## config.mk

```make
export PLATFORM = sky130hd
export DESIGN_NAME = axis_status_readback_regs
export DESIGN_NICKNAME = d
export VERILOG_FILES = /design/src/design/axis_readback_pkg.sv /design/src/design/axis_status_readback_regs.sv
export VERILOG_INCLUDE_DIRS = /design/src /design/src/design
export SDC_FILE = /design/constraint.sdc
export NUM_CORES = 1
export LEC_CHECK = 0
export BUFFER_PORTS_ARGS = -buffer_cell sky130_fd_sc_hd__buf_2
export CAP_MARGIN = 20
export CORE_UTILIZATION = 44
export DETAILED_ROUTE_END_ITERATION = 8
export PLACE_DENSITY_LB_ADDON = 0.12
export SKIP_CTS_REPAIR_TIMING = 1
export SKIP_LAST_GASP = 1
export SYNTH_ARGS = -nofsm -noshare
export SYNTH_HDL_FRONTEND = slang
export SYNTH_SLANG_ARGS = --single-unit
```

## constraint.sdc

```tcl
create_clock -name clk_i -period 1.9 [get_ports clk_i]
set_input_delay 0.19 -clock clk_i [delete_from_list [all_inputs] [get_ports clk_i]]
set_output_delay 0.19 -clock clk_i [all_outputs]
set_load 0.01 [all_outputs]
```

## src/design/axis_readback_params.svh

```systemverilog
// register offsets, field positions and reset values of the axis readback bank
// assumes a 32-bit classic wishbone slave with word-aligned registers
`ifndef AXIS_READBACK_PARAMS_SVH
`define AXIS_READBACK_PARAMS_SVH
`define CAUSE_STATUS_OFS   8'h00
`define LEVELS_FIRST_OFS   8'h04
`define LEVELS_SECOND_OFS  8'h08
`define READ_LOW_OFS       8'h0c
`define READ_HIGH_OFS      8'h10
`define AXIS_SELECT_OFS    8'h14
`define INT_ENABLE_OFS     8'h18
`define DATA_READ_CMD_OFS  8'h1c
`define CAUSE_PULSE_BIT    0
`define CAUSE_USED_MASK    16'h03ff
`define INT_ENABLE_RESET   16'h0000
`define AXIS_SELECT_RESET  2'h0
`endif

```

## src/design/axis_readback_pkg.sv

```systemverilog
// types shared by the axis readback bank
// assumes nothing beyond the params header
package axis_readback_pkg;
   typedef logic [1:0] axis_idx_t;
   // bit 0 first: general inputs 0..3, external plus/minus, in-position, alarm
   typedef struct packed {
      logic servo_alarm_input;
      logic in_position_input;
      logic external_minus_input;
      logic external_plus_input;
      logic general_input_3;
      logic general_input_2;
      logic general_input_1;
      logic general_input_0;
   } axis_pins_t;
   // bit 1..9 causes, bit 0 unused (taken from the drive pulse edge)
   typedef logic [9:0] cause_events_t;
   typedef struct packed {
      logic        cyc;
      logic        stb;
      logic        we;
      logic [3:0]  sel;
      logic [7:0]  adr;
      logic [31:0] dat;
   } wb_req_t;
endpackage : axis_readback_pkg

```

## src/design/axis_status_readback_regs.sv

```systemverilog
// readback bank of a four-axis pulse controller: cause flags, pin levels, data read
// assumes a classic wishbone master, synchronous inputs, one clock
`timescale 1ns/1ps
`include "axis_readback_params.svh"

module axis_status_readback_regs #(
   parameter int AXES = 4
) (
   // clock and reset
   input  wire logic                          clk_i,
   input  wire logic                          rst_i,
   // wishbone slave
   input  wire logic                          cyc_i,
   input  wire logic                          stb_i,
   input  wire logic                          we_i,
   input  wire logic [3:0]                    sel_i,
   input  wire logic [7:0]                    adr_i,
   input  wire logic [31:0]                   dat_i,
   output logic      [31:0]                   dat_o,
   output logic                               ack_o,
   // per-axis events and pins
   input  wire logic [AXES-1:0]               drive_pulse_i,
   input  wire axis_readback_pkg::cause_events_t [AXES-1:0] events_i,
   input  wire axis_readback_pkg::axis_pins_t   [AXES-1:0] pins_i,
   // internal values offered to the data read command
   input  wire logic [AXES-1:0][31:0]         values_i,
   // interrupt
   output logic                               interrupt_out_n
);

   axis_readback_pkg::wb_req_t   req;
   axis_readback_pkg::axis_idx_t axis_sel_q;
   logic [AXES-1:0][15:0]        status_q;
   logic [AXES-1:0][15:0]        enable_q;
   logic [AXES-1:0]              pulse_q;
   logic [31:0]                  read_word_q;
   logic                         ack_q;
   logic [31:0]                  dat_q;
   logic                         access;
   logic                         wr;
   logic                         rd;
   logic [31:0]                  rd_value;

   assign req    = '{cyc: cyc_i, stb: stb_i, we: we_i, sel: sel_i, adr: adr_i, dat: dat_i};
   assign access = req.cyc && req.stb && !ack_q;
   assign wr     = access && req.we;
   assign rd     = access && !req.we;
   assign ack_o  = ack_q;
   assign dat_o  = dat_q;

   // single wait state: ack one edge after the request, dropped the next
   always_ff @(posedge clk_i) begin
      if (rst_i) begin
         ack_q <= 1'b0;
      end else begin
         ack_q <= access;
      end
   end

   always_ff @(posedge clk_i) begin
      if (rst_i) begin
         axis_sel_q <= `AXIS_SELECT_RESET;
      end else if (wr && req.adr == `AXIS_SELECT_OFS && req.sel[0]) begin
         axis_sel_q <= req.dat[1:0];
      end
   end

   // enables are per axis, written through the currently selected axis
   always_ff @(posedge clk_i) begin
      if (rst_i) begin
         enable_q <= '{default: `INT_ENABLE_RESET};
      end else if (wr && req.adr == `INT_ENABLE_OFS) begin
         if (req.sel[0]) begin
            enable_q[axis_sel_q][7:0] <= req.dat[7:0];
         end
         if (req.sel[1]) begin
            enable_q[axis_sel_q][15:8] <= req.dat[15:8] & 8'(`CAUSE_USED_MASK >> 8);
         end
      end
   end

   always_ff @(posedge clk_i) begin
      if (rst_i) begin
         pulse_q <= '0;
      end else begin
         pulse_q <= drive_pulse_i;
      end
   end

   // a set in the same cycle as the clearing read survives
   generate
      for (genvar a = 0; a < AXES; a++) begin : g_axis
         logic [15:0] cause;
         logic        clr;
         assign cause = {6'h00, events_i[a][9:1], drive_pulse_i[a] && !pulse_q[a]};
         // clear needs the low byte; a byte-wide master hits it with the low lane
         assign clr = rd && req.adr == `CAUSE_STATUS_OFS && req.sel[0]
                      && axis_sel_q == 2'(a);
         always_ff @(posedge clk_i) begin
            if (rst_i) begin
               status_q[a] <= 16'h0000;
            end else begin
               status_q[a] <= ((clr ? 16'h0000 : status_q[a])
                               | (cause & enable_q[a])) & `CAUSE_USED_MASK;
            end
         end
      end
   endgenerate

   // snapshot keeps both words coherent even while the source moves
   always_ff @(posedge clk_i) begin
      if (rst_i) begin
         read_word_q <= 32'h0000_0000;
      end else if (wr && req.adr == `DATA_READ_CMD_OFS) begin
         read_word_q <= values_i[axis_sel_q];
      end
   end

   always_comb begin
      rd_value = 32'h0000_0000;
      case (req.adr)
         `CAUSE_STATUS_OFS:  rd_value = {16'h0000, status_q[axis_sel_q]};
         `LEVELS_FIRST_OFS:  rd_value = {16'h0000, pins_i[1], pins_i[0]};
         `LEVELS_SECOND_OFS: rd_value = {16'h0000, pins_i[3], pins_i[2]};
         `READ_LOW_OFS:      rd_value = {16'h0000, read_word_q[15:0]};
         `READ_HIGH_OFS:     rd_value = {16'h0000, read_word_q[31:16]};
         `AXIS_SELECT_OFS:   rd_value = {30'h0000_0000, axis_sel_q};
         `INT_ENABLE_OFS:    rd_value = {16'h0000, enable_q[axis_sel_q]};
         default:            rd_value = 32'h0000_0000;
      endcase
   end

   always_ff @(posedge clk_i) begin
      if (rst_i) begin
         dat_q <= 32'h0000_0000;
      end else if (rd) begin
         dat_q <= rd_value;
      end
   end

   // active low level while any flag of any axis is pending
   always_ff @(posedge clk_i) begin
      if (rst_i) begin
         interrupt_out_n <= 1'b1;
      end else begin
         interrupt_out_n <= ~|status_q;
      end
   end
endmodule : axis_status_readback_regs

```

* Word-level counts from Yosys, hierarchy flattened
Cells that the tools add are included.
Widths: inputs -> output; s select.
** Storage, ports and cells
- Flip-flop bits (word level) :: 176
- Input port bits :: 253
- Output and inout port bits :: 34
- Logic and storage cells :: 84
** Cells by class
- $lt $le $gt $ge :: 2
- Equal/unequal tests :: 10
- Muxes and demuxes :: 21
- Bitwise logic cells :: 8
- Reduce and logical (&&, ||, !) cells :: 29
** Operator list (number)
- $mux 64 :: 4
- $bwmux 64 :: 2
- $pmux 16 s7 :: 1
- $bmux 16 s2 :: 2
- $bmux 32 s2 :: 1
- $demux 16 s2 :: 2
- $reduce_or 64->1 :: 1
- $mux 16 :: 3
- $and 10x10->10 :: 4
- $mux 10 :: 4
- $or 10x10->10 :: 4
- $eq 8x5->1 const B :: 4
- $mux 32 :: 1
- $logic_and 1x1->1 :: 19
- $eq 8x4->1 const B :: 2
- $eq 8x3->1 const B :: 1
- $logic_not 8->1 :: 1
- $mux 8 :: 1
- $logic_not 1->1 :: 7
- $eq 2x2->1 const B :: 2
- $lt 2x3->1 const B :: 1
- $eq 2x1->1 const B :: 1
- $ge 2x1->1 const B :: 1
- $logic_not 2->1 :: 1

* Longest topological paths before layout
- Word-level depth :: 10
- Mapped depth :: 8
- Mapped depth without buffers :: 5

* Worst setup path after synthesis
Ideal clock, no wire load.
- Path kind :: register to register
- From :: register axis_sel_q[0]
- To :: register read_word_q[10]
- Setup time :: 0.132 ns
- Arrival time :: 1.838 ns
- Data required time :: 1.768 ns
- Slack :: -0.071 ns
- Cell stages (with the launch flop) :: 7
- Path buffers :: 3
- Clock period less this slack :: 1.971 ns
- Path through :: dfxtp_1 > buf_2 > buf_1 > buf_2 > mux4_2 > nand2_1 > a21oi_1
** Between the ends
- Longest elaborated chain between the ends :: 2
** RTL lines
- start: declaration :: line axis_status_readback_regs.sv:32 : axis_readback_pkg::axis_idx_t axis_sel_q;
- start signal: assignment :: line axis_status_readback_regs.sv:62 : axis_sel_q <= `AXIS_SELECT_RESET;
- start signal: assignment :: line axis_status_readback_regs.sv:64 : axis_sel_q <= req.dat[1:0];
- $bmux 32 s2 :: line axis_status_readback_regs.sv:115 : read_word_q <= values_i[axis_sel_q];
- $mux 32 (not written as such) :: line axis_status_readback_regs.sv:115
- end signal: assignment :: line axis_status_readback_regs.sv:115
- end: declaration :: line axis_status_readback_regs.sv:36 : logic [31:0] read_word_q;
No other way between the ends. The select of a mux whose other input is x is not followed.
A chain may end at the register's enable or synchronous reset.

* Worst setup path after layout
- From :: register ack_q (netlist: ack_o)
- To :: register enable_q[9] in the netlist's numbering
** Between the ends
- Longest elaborated chain between the ends :: 4
** RTL lines
- start: declaration :: line axis_status_readback_regs.sv:37 : logic ack_q;
- start signal: assignment :: line axis_status_readback_regs.sv:56 : ack_q <= access;
- $logic_not 1->1 :: line axis_status_readback_regs.sv:45 : assign access = req.cyc && req.stb && !ack_q;
- $logic_and 1x1->1 :: line axis_status_readback_regs.sv:45
- $logic_and 1x1->1 :: line axis_status_readback_regs.sv:46 : assign wr = access && req.we;
- $logic_and 1x1->1 (no line)
- end signal: indexed assignment :: line axis_status_readback_regs.sv:74 : enable_q[axis_sel_q][7:0] <= req.dat[7:0];
- end signal: indexed assignment :: line axis_status_readback_regs.sv:77 : enable_q[axis_sel_q][15:8] <= req.dat[15:8] & 8'(`CAUSE_USED_MASK >> 8);
- end: declaration :: line axis_status_readback_regs.sv:34 : logic [AXES-1:0][15:0] enable_q;
No other way between the ends.

==> impl_metrics.py <==
metrics = {
    "cells_and_area": {
        "drive_above_1_share_pct": 40.0,
        "fin_cells": 1237,
        "area_growth_syn_to_layout_pct": 36.7,
        "nFillCells": 1388,
        "n_antenna_cell": 0,
        "fin_nets": 1268,
    },
    "yosys": {
        "yosysTopAreaCell": "dfxtp_1",
        "ys_seq_area_share_pct": 39.6,
        "synth_common_cells": "nand2_1, dfxtp_1, nor2_1",
        "synthFlopType": "dfxtp_1",
        "syn_avg_cell_area_sq_um": 9.48,
        "synth_most_common_cell": "nand2_1",
        "synth_enable_flop_cells": 0,
        "synth_top_cell_area_share_pct": 39.6,
        "syn-instance-count": 726,
        "synthArstFlopShare_pct": 0,
        "ys_warn_count": 0,
        "synth-seq-cells": 136,
        "synth.cell_area_sq_um": 6880,
        "netlist_top_cells_area": "dfxtp_1, mux4_2, nand2_1",
        "synth_cell_types": 45,
    },
    "detailed_routing": {
        "drt_wl_total_mm": 22.8,
        "drcViolationCount": 0,
        "vias_per_cell": 5.53,
        "vias": 6836,
        "drt_iter0_drc": 372,
        "drt-wirelength-per-cell_um": 18.5,
        "firstDrtPassIters": 5,
        "ant_nets": 0,
    },
    "floorplan": {
        "io_pins": 287,
        "die_h_um": 127,
        "initial_utilization_pct": 45.1,
        "die_x_um": 127,
        "core-area_sq_um": 15300,
        "fp-row-count": 45,
        "die_area_sq_um": 16100,
    },
    "power": {
        "share_seq_of_total_power_pct": 42.8,
        "cellInternalPower_mw": 5.21,
        "netSwitchingFraction_pct": 21.9,
        "power_per_cell_area_nw_per_um2": 709,
        "irDropWorstVdd_mv": 0.600,
        "pwr-share-comb_pct": 8.0,
        "total_power_mw": 6.67,
        "p_leak_nw": 3.87,
        "pwr-share-clk_pct": 49.2,
        "switching_power_mw": 1.46,
    },
    "timing": {
        "rsz0062_at_grt": "yes",
        "tightest_slew_ns": 0.708,
        "report.final.slew_viol_count": 0,
        "finalCritPeriodShare_pct": 97.0,
        "fin_hold_ws_ns": -0.00723,
        "fin_skew_ns": 0.00502,
        "fin_crit_ns": 1.84,
        "fmax_mhz": 542,
        "fin_ws_ns": 0.0565,
        "slew_headroom_pct": 52.7,
        "finalSetupViolCount": 0,
        "final-hold-violation-count": 1,
    },
    "grt": {
        "grt.total_usage_pct": 28.9,
        "gr-total-overflow": 0,
        "use_met2_pct": 49.7,
        "top_usage_layer": "met2",
        "grt_pass1_wl_mm": 35.2,
        "grt_max_degree": 59,
        "use_met1_pct": 36.2,
        "met3_usage_pct": 5.03,
        "grt_pass1_vias": 6584,
        "antenna_found_initial": 0,
    },
    "place": {
        "placed_cells_incl_taps": 1200,
        "gp_congestion": 0.865,
        "post-dp-hpwl_mm": 17.4,
        "pre_cts_ws_ns": -0.181,
        "io_buffer_count": 242,
    },
    "clocking": {
        "clk_latency_ns": 0.43,
        "cts_inserted_buffers": 17,
        "ctsHtreeMaxLevel": 4,
        "path_clk_slew_ns": 0.06,
        "clockRootBuffer": "clkbuf_16",
        "cts_tree": "yes",
        "cts_buffer_depth": 2,
        "cts_sinks": 136,
    },
    "setup_path": {
        "cp.required_ns": 2.21,
        "worstSetupPathType": "reg -> reg",
        "cp-start-kind": "register",
        "cp_max_fo": 5,
        "cp.arrival_ns": 2.16,
        "endpoint_kind": "register",
    },
    "run": {
        "maxCapViolations": 0,
    },
    "outcome": {
        "violations": "hold timing",
        "status": "finished, violations left",
    },
    "hold_path": {
        "hold_class": "in -> reg",
    },
}
## final cells by class
type / instances / area (sq um) / share of cell area (%)
multi-input cells: 533 / 3900 / 41.5
repair buffers: 317 / 1900 / 20.2
clock inverters: 9 / 126 / 1.34
well taps: 211 / 264 / 2.81
clock buffers: 21 / 450 / 4.79
flip-flops and latches: 136 / 2730 / 29.0
inverters: 10 / 37.5 / 0.399
## path summary, 6_finish.rpt
kind,from,end,cells after the start,slack [ns]
hold reg to reg,read_word_q[0]$_SDFFE_PP0P_,read_word_q[0]$_SDFFE_PP0P_,2,0.45
setup reg to reg,ack_o$_SDFF_PP0_,enable_q[9]$_SDFFE_PP0P_,5,0.06
setup / recovery,ack_o$_SDFF_PP0_,enable_q[9]$_SDFFE_PP0P_,5,0.06
hold / removal,drive_pulse_i[1],pulse_q[1]$_SDFF_PP0_,2,-0.007
## power groups by stage
| stage | clock network [mW] | registers, mW | logic (mW) |
|---|---|---|---|
| 2_1_floorplan | 0 | 2.92 | 0.210 |
| 3_3_place_gp | 0 | 2.92 | 0.521 |
| 3_5_place_dp | 0 | 2.92 | 0.522 |
| 4_1_cts | 3.32 | 2.86 | 0.526 |
| 5_1_grt | 3.45 | 2.86 | 0.576 |
| 6_report | 3.28 | 2.86 | 0.533 |
## per-layer routing
metal | part of all wire [%] | wire length [um]
met1 | 42 | 9550
met2 | 49 | 11200
met3 | 6.3 | 1440
met4 | 2.9 | 652
met5 | 0 | 0
## flip-flops by register name (all words and copies together), names as in the netlist
signal,flops
read_word_q,32
status_q,40
dat_o,16
ack_o,1
pulse_q,4
axis_sel_q,2
enable_q,40
interrupt_out_n,1
## cells by family after synthesis
family / count (synthesis) / share of synthesized area (%)
mux: 90 / 22.6
other cells: 1 / 0.0545
buf+inv: 72 / 4.91
simple gates: 276 / 18.0
flops: 136 / 39.6
compound gates: 151 / 14.9
## worst max-delay path: stages (launching register included)
cell and delay (ns):
dfxtp_1 0.31, nand4b_1 0.30, or4_4 0.54, or3_4 0.37, mux2i_1 0.15, nor2_1 0.05
## stage by stage
stage	utilization (%)	TNS [ns]	area, sq um	hold WS [ns]
4_1_cts	61.0	-1.53	9320	-0.0176
6_report	61.7	0	9410	-0.00723
3_3_place_gp	57.3	-6.22	8740	0.420
5_1_grt	61.7	-0.0738	9410	0.00300
2_1_floorplan	-	-2.14	6940	0.308
3_5_place_dp	57.3	-6.79	8740	0.428
## layout by cell type (no fill, tap or decap), types with 7 or more instances in the layout
cell	count
buf_2	241
nand2_1	139
dfxtp_1	134
nor2_1	76
buf_4	65
mux4_2	52
a21oi_1	51
a22oi_1	47
mux2i_1	35
clkbuf_16	17
conb_1	16
a22o_1	13
nor4_1	12
nor2b_1	10
inv_1	10
buf_12	9
a221oi_1	8
o22ai_1	7
a211oi_1	7
(Power assumes the default switching activity.)
